`src/hw/lrsd_pkg.sv`:
```
// Package for the line rate and scan direction controller.
// Assumes one 25 MHz core clock and an Avalon-MM register port.
package lrsd_pkg;
    // Core clock rate in kHz; every cycle count below derives from it
    localparam int CLK_KHZ = 25000;
    localparam int MEAS_WINDOW_US = 1000;
    localparam int MEAS_WINDOW_CYC = CLK_KHZ * MEAS_WINDOW_US / 1000;
    // Register byte offsets
    localparam logic [7:0] OFS_CTRL = 8'h00;
    localparam logic [7:0] OFS_MODE = 8'h04;
    localparam logic [7:0] OFS_PERIOD = 8'h08;
    localparam logic [7:0] OFS_MEAS = 8'h0C;
    localparam logic [7:0] OFS_STATUS = 8'h10;
    localparam logic [7:0] OFS_DROPS = 8'h14;
    localparam logic [7:0] OFS_LIMIT = 8'h18;
    // Control register fields
    localparam int CTL_ORIGIN = 0;
    localparam int CTL_ACTIV = 2;
    localparam int CTL_DIRSRC = 4;
    localparam int CTL_DIRSET = 6;
    localparam int CTL_WHEELOUT = 7;
    localparam int CTL_ENABLE = 8;
    localparam logic [31:0] CTRL_RESET = 32'h0000_0100;
    // Mode register fields
    localparam int MOD_CLASS = 0;
    localparam int MOD_BIT12 = 2;
    localparam int MOD_ARRAYS = 3;
    localparam int MOD_COLORS = 5;
    localparam int MOD_WINDOW = 7;
    localparam int MOD_TWOFG = 9;
    localparam logic [31:0] MODE_RESET = 32'h0000_0000;
    localparam logic [31:0] PERIOD_RESET = 32'h0000_0000;
    // Field codes
    localparam logic [1:0] ORG_INTERNAL = 2'h0;
    localparam logic [1:0] ORG_PIN = 2'h1;
    localparam logic [1:0] ORG_LINK = 2'h2;
    localparam logic [1:0] ORG_WHEEL = 2'h3;
    localparam logic [1:0] ACT_RISE = 2'h0;
    localparam logic [1:0] ACT_FALL = 2'h1;
    localparam logic [1:0] SRC_INTERNAL = 2'h0;
    localparam logic [1:0] SRC_LINE = 2'h1;
    localparam logic [1:0] SRC_WHEEL = 2'h2;
    localparam logic [1:0] CLS_STANDARD = 2'h0;
    localparam logic [1:0] CLS_HIGHSPEED = 2'h1;
    localparam logic [1:0] CLS_MULTICOLOR = 2'h2;
    localparam logic [1:0] ARR_SINGLE = 2'h0;
    localparam logic [1:0] ARR_DUAL_RANGE = 2'h1;
    localparam logic [1:0] ARR_FULL_WELL = 2'h2;
    localparam logic [1:0] WIN_16K = 2'h0;
    localparam logic [1:0] WIN_12K = 2'h1;
    localparam logic [1:0] WIN_9K = 2'h2;
    // Line rate ceilings in kHz
    localparam int LIM_STD_KHZ = 300;
    localparam int LIM_STD_DUAL_KHZ = 150;
    localparam int LIM_HS_DUAL_KHZ = 200;
    localparam int LIM_ABS_KHZ = 400;
    localparam int LIM_HS16_12_1_KHZ = 205;
    localparam int LIM_HS16_12_2_KHZ = 275;
    localparam int LIM_HS16_8_1_KHZ = 360;
    localparam int LIM_HS12_12_1_KHZ = 275;
    localparam int LIM_HS12_12_2_KHZ = 368;
    localparam int LIM_HS9_12_1_KHZ = 367;
    localparam int LIM_MC3_8_KHZ = 133;
    localparam int LIM_MC2_8_KHZ = 200;
    localparam int LIM_MC3_12_KHZ = 88;
    localparam int LIM_MC2_12_KHZ = 133;
    localparam int LIM_MC1_12_KHZ = 266;
    // Main to secondary row spacing, per direction
    localparam logic [9:0] SPACE_FWD = 10'h0A3;
    localparam logic [9:0] SPACE_REV = 10'h063;
    // Row tag layout
    localparam int TAG_LINE = 0;
    localparam int TAG_NROWS = 16;
    localparam int TAG_OFFSET = 18;
    localparam int TAG_SPATIAL = 28;
    localparam int TAG_ARRAY = 29;
    localparam int TAG_DIR = 31;
    localparam int TAG_W = 32;

    // Packs a ceiling as {kHz, least trigger period in cycles, rounded up}
    function automatic logic [21:0] lim(input int khz);
        lim = {khz[9:0], 12'((CLK_KHZ + khz - 1) / khz)};
    endfunction
endpackage

```
`src/hw/lrsd_row_if.sv`:
```
// Row tag stream from the controller to its row buffer.
// Assumes both ends share the core clock.
`timescale 1ns/100ps
`default_nettype none
interface lrsd_row_if;
    logic valid;
    logic ready;
    logic [31:0] data;
    modport src (output valid, output data, input ready);
    modport snk (input valid, input data, output ready);
endinterface
`default_nettype wire

```
`src/hw/lrsd_ctrl.sv`:
```
// Line rate and scan direction controller: trigger timing, rate cap,
// direction source and per-row spacing tags for the frame grabber.
// Assumes inputs synchronous to core_clk and an Avalon-MM register master.
// How it works
// - Triggers from any origin are counted per 1 ms window and read back in kHz.
// - Standard parts cap at 300 kHz; dual-range outputs two rows at 150 kHz.
// - High-speed parts cap by window, depth and grabbers, at most 400 kHz.
// - Multicolor parts allow higher rates as fewer color arrays are output.
// - Triggers faster than the cap are dropped; the next trigger past the least period is output.
// - Internal origin triggers from a timer with a programmable period.
// - Direction from internal setting, a direction line or the wheel decoder.
// - Wheel direction only with wheel trigger origin and motion output.
// - Internal source uses the software direction setting.
// - A direction change completes well within 1 ms.
// - Every output row carries a row spacing tag for the grabber.
// - Dual-array offset is 163 or 99 rows, chosen by current direction.
// - Spatial correction is off for single-array output.
// - Rows of several arrays leave one array after another, planar order.
`timescale 1ns/100ps
`default_nettype none
module lrsd_ctrl #(
    parameter int MEAS_WIN_CYC = lrsd_pkg::MEAS_WINDOW_CYC
) (
    input wire logic core_clk,
    input wire logic reset_n,
    input wire logic clk_en,
    input wire logic [7:0] avs_address,
    input wire logic avs_read,
    input wire logic avs_write,
    input wire logic [31:0] avs_writedata,
    input wire logic [3:0] avs_byteenable,
    output logic [31:0] avs_readdata,
    output logic avs_waitrequest,
    input wire logic trig_pin_in,
    input wire logic link_trig_in,
    input wire logic wheel_step_in,
    input wire logic wheel_dir_in,
    input wire logic dir_line_in,
    output logic line_trigger,
    output logic scan_reverse,
    output logic row_valid,
    input wire logic row_ready,
    output logic [lrsd_pkg::TAG_W-1:0] row_tag
);
    import lrsd_pkg::*;

    typedef enum logic [0:0] {ST_IDLE, ST_EMIT} lrsd_state_t;

    lrsd_state_t state_q;
    logic [31:0] ctrl_q;
    logic [31:0] mode_q;
    logic [31:0] period_q;
    logic ack_q;
    logic pin_prev_q;
    logic [19:0] timer_q;
    logic [11:0] gap_q;
    logic [15:0] win_q;
    logic [15:0] win_trig_q;
    logic [15:0] meas_q;
    logic [15:0] drops_q;
    logic [15:0] line_q;
    logic [1:0] row_idx_q;
    logic dir_q;
    logic [1:0] origin;
    logic [1:0] dir_src;
    logic wheel_ok;
    logic src_fault;
    logic dir_sel;
    logic pin_edge;
    logic timer_hit;
    logic trig;
    logic accept;
    logic [21:0] cap;
    logic [1:0] nrows;
    logic wr_hit;
    logic [9:0] offset;
    lrsd_row_if emit_if ();
    lrsd_row_if out_if ();

    // Merges a write into a register under the byte enables
    function automatic logic [31:0] be_merge(input logic [31:0] old, input logic [31:0] nw,
                                             input logic [3:0] be);
        logic [31:0] r;
        r = old;
        for (int i = 0; i < 4; i++) begin
            if (be[i]) r[i*8 +: 8] = nw[i*8 +: 8];
        end
        be_merge = r;
    endfunction

    // Rate ceiling for the configured model and output mode
    function automatic logic [21:0] rate_cap(input logic [31:0] m);
        logic b12;
        logic two;
        b12 = m[MOD_BIT12];
        two = m[MOD_TWOFG];
        rate_cap = lim(LIM_STD_KHZ);
        case (m[MOD_CLASS +: 2])
            CLS_HIGHSPEED: begin
                if (m[MOD_ARRAYS +: 2] != ARR_SINGLE) rate_cap = lim(LIM_HS_DUAL_KHZ);
                else case (m[MOD_WINDOW +: 2])
                    WIN_16K: rate_cap = b12 ? (two ? lim(LIM_HS16_12_2_KHZ) : lim(LIM_HS16_12_1_KHZ))
                                            : (two ? lim(LIM_ABS_KHZ) : lim(LIM_HS16_8_1_KHZ));
                    WIN_12K: rate_cap = (b12 && two) ? lim(LIM_HS12_12_2_KHZ)
                                      : b12 ? lim(LIM_HS12_12_1_KHZ) : lim(LIM_ABS_KHZ);
                    WIN_9K: rate_cap = (b12 && !two) ? lim(LIM_HS9_12_1_KHZ) : lim(LIM_ABS_KHZ);
                    default: rate_cap = lim(LIM_ABS_KHZ);
                endcase
            end
            CLS_MULTICOLOR: begin
                case (m[MOD_COLORS +: 2])
                    2'h3: rate_cap = b12 ? lim(LIM_MC3_12_KHZ) : lim(LIM_MC3_8_KHZ);
                    2'h2: rate_cap = b12 ? lim(LIM_MC2_12_KHZ) : lim(LIM_MC2_8_KHZ);
                    default: rate_cap = b12 ? lim(LIM_MC1_12_KHZ) : lim(LIM_ABS_KHZ);
                endcase
            end
            default: begin
                if (m[MOD_ARRAYS +: 2] != ARR_SINGLE) rate_cap = lim(LIM_STD_DUAL_KHZ);
            end
        endcase
    endfunction

    // Rows sent per accepted trigger, minus one
    function automatic logic [1:0] rows_m1(input logic [31:0] m);
        if (m[MOD_CLASS +: 2] == CLS_MULTICOLOR) begin
            rows_m1 = (m[MOD_COLORS +: 2] == 2'h0) ? 2'h0 : m[MOD_COLORS +: 2] - 2'h1;
        end else begin
            rows_m1 = (m[MOD_ARRAYS +: 2] == ARR_SINGLE) ? 2'h0 : 2'h1;
        end
    endfunction

    assign origin = ctrl_q[CTL_ORIGIN +: 2];
    assign dir_src = ctrl_q[CTL_DIRSRC +: 2];
    assign cap = rate_cap(mode_q);
    assign nrows = rows_m1(mode_q);

    // Direction source; the wheel counts only when it triggers in motion mode
    assign wheel_ok = (origin == ORG_WHEEL) && ctrl_q[CTL_WHEELOUT];
    assign src_fault = (dir_src == SRC_WHEEL) && !wheel_ok;
    always_comb begin
        dir_sel = ctrl_q[CTL_DIRSET];
        if (dir_src == SRC_LINE) dir_sel = dir_line_in;
        else if (dir_src == SRC_WHEEL && wheel_ok) dir_sel = wheel_dir_in;
    end

    // Trigger origin and edge selection
    always_comb begin
        case (ctrl_q[CTL_ACTIV +: 2])
            ACT_RISE: pin_edge = trig_pin_in & ~pin_prev_q;
            ACT_FALL: pin_edge = ~trig_pin_in & pin_prev_q;
            default: pin_edge = trig_pin_in ^ pin_prev_q;
        endcase
        case (origin)
            ORG_INTERNAL: trig = timer_hit;
            ORG_PIN: trig = pin_edge;
            ORG_LINK: trig = link_trig_in;
            default: trig = wheel_step_in;
        endcase
        trig = trig & ctrl_q[CTL_ENABLE];
    end

    // A trigger inside the least period, or while rows leave, is dropped
    assign accept = trig && (gap_q >= cap[11:0] - 12'h001) && (state_q == ST_IDLE);
    assign line_trigger = accept;
    assign timer_hit = (period_q[19:0] != 20'h00000) && (timer_q >= period_q[19:0] - 20'h00001);

    // Internal line timer
    always_ff @(posedge core_clk) begin
        if (!reset_n) begin
            timer_q <= '0;
        end else if (clk_en) begin
            timer_q <= timer_hit ? 20'h00000 : timer_q + 20'h00001;
        end
    end

    // Trigger spacing, saturating so a slow line rate never wraps
    always_ff @(posedge core_clk) begin
        if (!reset_n) begin
            gap_q <= 12'hFFF;
            pin_prev_q <= 1'b0;
        end else if (clk_en) begin
            pin_prev_q <= trig_pin_in;
            if (accept) gap_q <= 12'h000;
            else if (gap_q != 12'hFFF) gap_q <= gap_q + 12'h001;
        end
    end

    // Rate measurement: triggers per millisecond equals kHz
    always_ff @(posedge core_clk) begin
        if (!reset_n) begin
            win_q <= '0;
            win_trig_q <= '0;
            meas_q <= '0;
        end else if (clk_en) begin
            if (win_q == 16'(MEAS_WIN_CYC - 1)) begin
                win_q <= 16'h0000;
                meas_q <= win_trig_q + {15'h0000, trig};
                win_trig_q <= 16'h0000;
            end else begin
                win_q <= win_q + 16'h0001;
                win_trig_q <= win_trig_q + {15'h0000, trig};
            end
        end
    end

    // Drop counter; a drop in the clearing cycle still counts
    assign wr_hit = avs_write && ack_q && (avs_address == OFS_DROPS);
    always_ff @(posedge core_clk) begin
        if (!reset_n) begin
            drops_q <= '0;
        end else if (clk_en) begin
            if (trig && !accept) drops_q <= (wr_hit ? 16'h0000 : drops_q) + 16'h0001;
            else if (wr_hit) drops_q <= 16'h0000;
        end
    end

    // Direction is only taken between lines, a few cycles after a change
    always_ff @(posedge core_clk) begin
        if (!reset_n) begin
            dir_q <= 1'b0;
        end else if (clk_en && state_q == ST_IDLE && !accept) begin
            dir_q <= dir_sel;
        end
    end
    assign scan_reverse = dir_q;

    // Row emitter: one tag per array, arrays in planar order
    always_ff @(posedge core_clk) begin
        if (!reset_n) begin
            state_q <= ST_IDLE;
            row_idx_q <= '0;
            line_q <= '0;
        end else if (clk_en) begin
            case (state_q)
                ST_IDLE: begin
                    if (accept) begin
                        state_q <= ST_EMIT;
                        row_idx_q <= 2'h0;
                        line_q <= line_q + 16'h0001;
                    end
                end
                ST_EMIT: begin
                    if (emit_if.ready) begin
                        if (row_idx_q == nrows) state_q <= ST_IDLE;
                        else row_idx_q <= row_idx_q + 2'h1;
                    end
                end
                default: state_q <= ST_IDLE;
            endcase
        end
    end

    // Offset grows per array; dual output gives 163 forward, 99 reverse
    always_comb begin
        offset = 10'h000;
        if (row_idx_q == 2'h1) offset = dir_q ? SPACE_REV : SPACE_FWD;
        else if (row_idx_q == 2'h2) offset = dir_q ? {SPACE_REV[8:0], 1'b0}
                                                   : {SPACE_FWD[8:0], 1'b0};
    end

    // Tag every row; spatial flag clear for single-array output
    always_comb begin
        emit_if.valid = (state_q == ST_EMIT);
        emit_if.data = '0;
        emit_if.data[TAG_LINE +: 16] = line_q;
        emit_if.data[TAG_NROWS +: 2] = nrows;
        emit_if.data[TAG_OFFSET +: 10] = offset;
        emit_if.data[TAG_SPATIAL] = (nrows != 2'h0);
        emit_if.data[TAG_ARRAY +: 2] = row_idx_q;
        emit_if.data[TAG_DIR] = dir_q;
    end

    lrsd_row_buf u_buf (
        .core_clk(core_clk),
        .reset_n(reset_n),
        .clk_en(clk_en),
        .in_if(emit_if),
        .out_if(out_if)
    );
    assign row_valid = out_if.valid;
    assign row_tag = out_if.data;
    assign out_if.ready = row_ready;

    // One wait state; a low clock enable keeps the wait
    assign avs_waitrequest = (avs_read | avs_write) & ~(ack_q & clk_en);
    always_ff @(posedge core_clk) begin
        if (!reset_n) begin
            ack_q <= 1'b0;
        end else if (clk_en) begin
            ack_q <= (avs_read | avs_write) & ~ack_q;
        end
    end

    // Writable registers take effect at the accepting edge only
    always_ff @(posedge core_clk) begin
        if (!reset_n) begin
            ctrl_q <= CTRL_RESET;
            mode_q <= MODE_RESET;
            period_q <= PERIOD_RESET;
        end else if (clk_en && avs_write && ack_q) begin
            case (avs_address)
                OFS_CTRL: ctrl_q <= be_merge(ctrl_q, avs_writedata, avs_byteenable);
                OFS_MODE: mode_q <= be_merge(mode_q, avs_writedata, avs_byteenable);
                OFS_PERIOD: period_q <= be_merge(period_q, avs_writedata, avs_byteenable);
                default: ;
            endcase
        end
    end

    // Read data captured in the wait cycle; unmapped offsets read zero
    always_ff @(posedge core_clk) begin
        if (!reset_n) begin
            avs_readdata <= '0;
        end else if (clk_en && avs_read && !ack_q) begin
            case (avs_address)
                OFS_CTRL: avs_readdata <= ctrl_q;
                OFS_MODE: avs_readdata <= mode_q;
                OFS_PERIOD: avs_readdata <= {12'h000, period_q[19:0]};
                OFS_MEAS: avs_readdata <= {16'h0000, meas_q};
                OFS_STATUS: avs_readdata <= {28'h0000000, src_fault, state_q == ST_EMIT,
                                             dir_sel != dir_q, dir_q};
                OFS_DROPS: avs_readdata <= {16'h0000, drops_q};
                OFS_LIMIT: avs_readdata <= {10'h000, cap};
                default: avs_readdata <= '0;
            endcase
        end
    end
endmodule
`default_nettype wire

```
`src/hw/lrsd_row_buf.sv`:
```
// Two-entry row tag buffer; the head flip-flop drives the output.
// Assumes a synchronous active-low reset; a low clock enable freezes it.
`timescale 1ns/100ps
`default_nettype none
module lrsd_row_buf (
    input wire logic core_clk,
    input wire logic reset_n,
    input wire logic clk_en,
    lrsd_row_if.snk in_if,
    lrsd_row_if.src out_if
);
    import lrsd_pkg::*;

    logic [TAG_W-1:0] head_q;
    logic [TAG_W-1:0] tail_q;
    logic [1:0] cnt_q;
    logic push;
    logic pop;

    // Ready drops only when both entries are full, stalling the emitter
    assign in_if.ready = (cnt_q != 2'h2);
    assign out_if.valid = (cnt_q != 2'h0);
    assign out_if.data = head_q;
    assign push = in_if.valid & in_if.ready;
    assign pop = out_if.valid & out_if.ready;

    // Occupancy
    always_ff @(posedge core_clk) begin
        if (!reset_n) begin
            cnt_q <= 2'h0;
        end else if (clk_en) begin
            cnt_q <= cnt_q + {1'b0, push} - {1'b0, pop};
        end
    end

    // Entry shifting: head always holds the oldest row
    always_ff @(posedge core_clk) begin
        if (!reset_n) begin
            head_q <= '0;
            tail_q <= '0;
        end else if (clk_en) begin
            if (pop && cnt_q == 2'h2) begin
                head_q <= tail_q;
            end else if (push && (cnt_q == 2'h0 || pop)) begin
                head_q <= in_if.data;
            end
            if (push && cnt_q == 2'h1 && !pop) begin
                tail_q <= in_if.data;
            end
        end
    end
endmodule
`default_nettype wire

```
`config.mk`:
```
export PLATFORM = sky130hd
export DESIGN_NAME = lrsd_ctrl
export DESIGN_NICKNAME = d
export VERILOG_FILES = /design/src/hw/lrsd_pkg.sv /design/src/hw/lrsd_row_if.sv /design/src/hw/lrsd_ctrl.sv /design/src/hw/lrsd_row_buf.sv
export SDC_FILE = /design/constraint.sdc
export NUM_CORES = 1
export LEC_CHECK = 0
export ABC_CLOCK_PERIOD_IN_PS = 6400
export BUFFER_PORTS_ARGS = -buffer_cell sky130_fd_sc_hd__buf_2
export CAP_MARGIN = 0
export CORE_MARGIN = 1.5
export CORE_UTILIZATION = 50
export CTS_BUF_LIST = sky130_fd_sc_hd__clkbuf_4 sky130_fd_sc_hd__clkbuf_8 sky130_fd_sc_hd__clkbuf_16
export CTS_CLUSTER_DIAMETER = 150
export DETAILED_ROUTE_END_ITERATION = 12
export GPL_TIMING_DRIVEN = 0
export PLACE_DENSITY = 0.71
export SETUP_SLACK_MARGIN = 0.1
export SYNTH_ARGS = -nofsm -noshare
export SYNTH_HDL_FRONTEND = slang
export SYNTH_SLANG_ARGS = --single-unit
```
`constraint.sdc`:
```
create_clock -name core_clk -period 6.4 [get_ports core_clk]
set_clock_uncertainty 0.1 [all_clocks]
set_input_delay 0 -clock core_clk [delete_from_list [all_inputs] [get_ports core_clk]]
set_output_delay 0 -clock core_clk [all_outputs]
set_load 0.01 [all_outputs]
```
==> impl_summary.md <==
Floorplan
In this run the standard cell core region covers 29950 um2. The die boundary width is 178.3 um. The initial core utilization is 51.27%. The die footprint is 31770 um2.

123 I/O pins were placed. The number of placement rows is 63. The chip height is 178.3 um.

Clocking
The buffers inserted during post-CTS setup optimization is 0. The clock tree from TritonCTS is done. Clock tree synthesis selected as its root buffer the cell sky130_fd_sc_hd__clkbuf_16. CTS saw 292 sinks. After clock tree synthesis, the clock-pin slew on the worst setup and hold paths is 0.06 ns. The number of buffers added by the clock tree synthesis step is 34.

The number of H-tree levels is 2. The longest clock path from root to sink contains 3 buffers. For the worst-skew pair, the clock arrives at the later sink with an insertion delay of 0.52 ns.

Finish
The share of the core filled with cells in the final layout is 60.40%. For this run, the post-layout net count is 2205. Cells with a size suffix above 1 make up 10.54% of the layout.

The repair_antennas step left the layout with diodes totalling 0. The number of non-filler instances in the completed layout is 2505. Counting the fill cells in the layout gives 2717. The layout-stage area growth over the synthesis result is 17.81%.

Placement
The congestion estimate from routability-driven global placement came to 0.9762. Prior to clock tree synthesis, the placed netlist has a worst setup slack of 0.4649 ns. The count of input and output buffers is 117.

The cell count after placement is 2397. The detailed placement HPWL is 36.15 mm.

Yosys
Of all flip-flops after synthesis, the portion carrying an async set or reset was 0%. Summing every instance area after synthesis gives 15360 um2. In the post-synthesis netlist, the biggest area contributors are sky130_fd_sc_hd__dfxtp_1 38%, sky130_fd_sc_hd__mux2i_1 8.3%, sky130_fd_sc_hd__nor2_1 7.1%. For this run, the leading register cell type out of synthesis is sky130_fd_sc_hd__dfxtp_1.

The top cell type's share of synthesized area is 38.06%. The multiplexer area fraction after synthesis is 8.856%. Counting flops with a built-in enable in the synthesized netlist gives 0. The sequential share of the synthesized area is 38.06%. The parity-gate share of the synthesized area counting xor and xnor cells is 4.049%. The adder-cell area share of the yosys netlist is 4.888%.

The dominant cell type by area after synthesis is sky130_fd_sc_hd__dfxtp_1. The complex-gate fraction of the synthesized area is 15.50%. The basic-gate share of the synthesized area counting and, or, nand and nor cells is 24.40%. After technology mapping, the gate count stands at 1888. For this run, the number of Yosys warnings is 0. The number of different library cells used by synthesis comes to 73. The flip-flop and latch count after synthesis is 292.

The largest family of logic cells by synthesized area is simple AND/OR/NAND/NOR gates. After synthesis, the mean cell area works out to 8.134 um2.

Pwr
The peak supply drop is 195.6 uV. The leakage power is 6.815 nW. In this run the power density over the cells is 245.3 nW/um2.

Route
The remaining number of nets flagged by the antenna check after routing is 0. The number of design rule violations left after detail routing is 0. After detailed routing, the total wire length is 49.05 mm. The first TritonRoute pass finished after 7 iterations. The average wire per standard cell is 19.58 um. The total number of vias is 14930. The detailed router's first-iteration violation count is 1455. After detailed routing, the number of vias per cell comes to 5.958.

Global routing
The first global-routing pass estimated 76.12 mm of wire. The maximum number of pins on one net before global-route repair is 15. Global routing used 30.60% of the available tracks. The initial antenna violation count was 0. The number of global-route vias before repair was 14040. The total congestion overflow is 0.

Timing
Setup repair after global routing left no endpoint under its margin. The time the worst path needs with I/O delays and setup is 5.823 ns. For this run, the top clock speed supported by timing is 171.7 MHz.

Summed over all failing endpoints, the final setup total negative slack is 0 ns. The post-route fraction of the period consumed by the critical path is 90.99%. The worst pin sits at a relative slew slack of 0.6742%. The final critical-path setup slack is 0.5769 ns. The hold violation total from the final report is 0.

The number of pins with negative max-slew slack in the final report is 0. At the pin with the least slew margin, the transition time is 1.480 ns. The count of endpoints failing setup in the final report is 0.

Worst setup path
Along the worst path, the maximum fanout reaches 10. The startpoint type of the worst setup path is a flip-flop. For the worst setup path, the data required time is 6.67 ns. The critical path capture point type is a flip-flop. Data on the critical path arrives at its endpoint at 6.10 ns.

The start-to-end type of the worst setup path is reg -> reg.

Outcome
The run finished, with violations left. The final reports fail on max-capacitance violations.

Min path
In this run the worst hold path is classified as in -> reg.

Run
The tool flagged a number of max-cap violations equal to 1.
cell type report:
cell class	instances	area, um2	area share, %
inverters	34	127.6	0.7054
clock inverters	16	170.2	0.9405
well taps	390	488.0	2.697
repair buffers	164	1056	5.837
plain buffers	121	519.2	2.870
multi-input cells	1443	8879	49.07
flip-flops and latches	292	5846	32.31
clock buffers	45	1007	5.567
what timing repair did:
item / 4_1_cts / 5_1_grt
setup endpoints to repair: 0 / 2
hold buffers: 47 / 0
gates resized for setup: 0 / 1
hold endpoints to repair: 99 / 0
metrics by stage:
stage | instance area [um2] | hold slack (ns) | power, mW
2_1_floorplan | 15360 | 0.02866 | 2.248
3_3_place_gp | 16440 | 0.1518 | 2.388
3_5_place_dp | 16440 | 0.1619 | 2.406
4_1_cts | 18090 | 0.000005218 | 4.432
5_1_grt | 18090 | 0.009401 | 4.575
6_report | 18090 | 0.001968 | 4.439
final timing paths:
kind | slack, ns | cells after the start | endpoint | startpoint
max | 0.58 | 21 | win_trig_q[14] | period_q[2]
min | 0.002 | 3 | line_q[8] | reset_n
max reg2reg | 0.58 | 21 | win_trig_q[14] | period_q[2]
min reg2reg | 0.35 | 2 | avs_readdata[12] | avs_readdata[12]
synthesized netlist by cell type, types with 10 or more instances:
cell and number:
sky130_fd_sc_hd__o31ai_1 12, sky130_fd_sc_hd__a21oi_1 123, sky130_fd_sc_hd__or4_1 13, sky130_fd_sc_hd__dfxtp_1 292
sky130_fd_sc_hd__nand2_1 228, sky130_fd_sc_hd__a21o_1 10, sky130_fd_sc_hd__xor2_1 34, sky130_fd_sc_hd__ha_1 60
sky130_fd_sc_hd__nor2_1 292, sky130_fd_sc_hd__nand3_1 79, sky130_fd_sc_hd__inv_1 32, sky130_fd_sc_hd__nand4_1 24
sky130_fd_sc_hd__xnor2_1 37, sky130_fd_sc_hd__a22oi_1 38, sky130_fd_sc_hd__mux2i_1 128, sky130_fd_sc_hd__and2_1 17
sky130_fd_sc_hd__o21ai_0 60, sky130_fd_sc_hd__a211oi_1 22, sky130_fd_sc_hd__nor3_1 26, sky130_fd_sc_hd__nand3b_1 14
sky130_fd_sc_hd__nand2b_1 23, sky130_fd_sc_hd__nor4_1 18, sky130_fd_sc_hd__a311oi_1 24, sky130_fd_sc_hd__clkbuf_1 100
sky130_fd_sc_hd__and3_1 22
critical path: stages, from the launching register on:
cell	delay (ns)
sky130_fd_sc_hd__dfxtp_1	0.38
sky130_fd_sc_hd__or4_4	0.60
sky130_fd_sc_hd__nor4_4	0.22
sky130_fd_sc_hd__nand2_1	0.20
sky130_fd_sc_hd__nor4_1	0.28
sky130_fd_sc_hd__xnor2_1	0.12
sky130_fd_sc_hd__ha_1	0.30
sky130_fd_sc_hd__nand4_1	0.14
sky130_fd_sc_hd__or4_1	0.48
sky130_fd_sc_hd__o211ai_1	0.36
sky130_fd_sc_hd__a31oi_4	0.22
sky130_fd_sc_hd__inv_2	0.17
sky130_fd_sc_hd__buf_6	0.17
sky130_fd_sc_hd__ha_1	0.21
sky130_fd_sc_hd__ha_1	0.29
sky130_fd_sc_hd__nand2_1	0.15
sky130_fd_sc_hd__nor4_2	0.44
sky130_fd_sc_hd__and3_1	0.30
sky130_fd_sc_hd__nand3_1	0.11
sky130_fd_sc_hd__xor2_1	0.20
sky130_fd_sc_hd__a2bb2oi_1	0.17
sky130_fd_sc_hd__nor2_1	0.05
layer usage:
metal / track usage, % / vias to the layer above / part of all wire, % / wire length, um
met5: 0 / - / 0 / 0
met4: 10.87 / 0 / 2.9 / 1416
met3: 4.390 / 92 / 7.4 / 3646
met2: 48.72 / 617 / 45 / 22040
met1: 42.20 / 7124 / 45 / 21950
li1: - / 7092 / - / -
cell usage in the layout, fill, tap and decap left out, types with 13 or more instances in the layout:
cell type / Yosys / layout
sky130_fd_sc_hd__ha_1: 60 / 60
sky130_fd_sc_hd__nand4_1: 24 / 24
sky130_fd_sc_hd__mux2i_1: 128 / 128
sky130_fd_sc_hd__nand3_1: 79 / 79
sky130_fd_sc_hd__a21oi_1: 123 / 123
sky130_fd_sc_hd__buf_2: 1 / 118
sky130_fd_sc_hd__nor2_1: 292 / 292
sky130_fd_sc_hd__a22oi_1: 38 / 38
sky130_fd_sc_hd__xnor2_1: 37 / 37
sky130_fd_sc_hd__and3_1: 22 / 22
sky130_fd_sc_hd__clkbuf_16: 0 / 35
sky130_fd_sc_hd__nand2_1: 228 / 228
sky130_fd_sc_hd__nor4_1: 18 / 17
sky130_fd_sc_hd__clkbuf_1: 100 / 100
sky130_fd_sc_hd__xor2_1: 34 / 34
sky130_fd_sc_hd__nand3b_1: 14 / 14
sky130_fd_sc_hd__a311oi_1: 24 / 24
sky130_fd_sc_hd__nand2b_1: 23 / 23
sky130_fd_sc_hd__and2_1: 17 / 17
sky130_fd_sc_hd__nor3_1: 26 / 26
sky130_fd_sc_hd__dlygate4sd3_1: 0 / 47
sky130_fd_sc_hd__or4_1: 13 / 13
sky130_fd_sc_hd__a211oi_1: 22 / 22
sky130_fd_sc_hd__o21ai_0: 60 / 60
sky130_fd_sc_hd__dfxtp_1: 292 / 292
sky130_fd_sc_hd__inv_1: 32 / 32
power breakdown:
group / internal (mW) / switching, mW / total, mW
Sequential: 1.85 / 0.0519 / 1.90
Clock: 1.23 / 0.798 / 2.03
Combinational: 0.184 / 0.323 / 0.507
state kept, by name, summed over array words and instances, names as in the netlist, 2 cells and up:
register / count
drops_q: 16
meas_q: 16
timer_q: 20
row_idx_q: 2
u_buf.tail_q: 28
line_q: 16
win_trig_q: 16
period_q: 20
mode_q: 32
u_buf.cnt_q: 2
ctrl_q: 32
gap_q: 12
u_buf.out_if.data: 28
avs_readdata: 32
win_q: 16
kinds of logic (layout without fill, tap and decap cells):
family / Yosys count / in the layout
buffers and inverters: 155 / 380
AND/OR/NAND/NOR: 808 / 808
adder cells (fa/ha/maj): 60 / 60
multiplexers: 135 / 135
XOR/XNOR: 71 / 71
AO/OA/AOI/OAI: 366 / 366
flip-flops: 292 / 292
other: 1 / 3
Power figures use the tool's default switching activity.
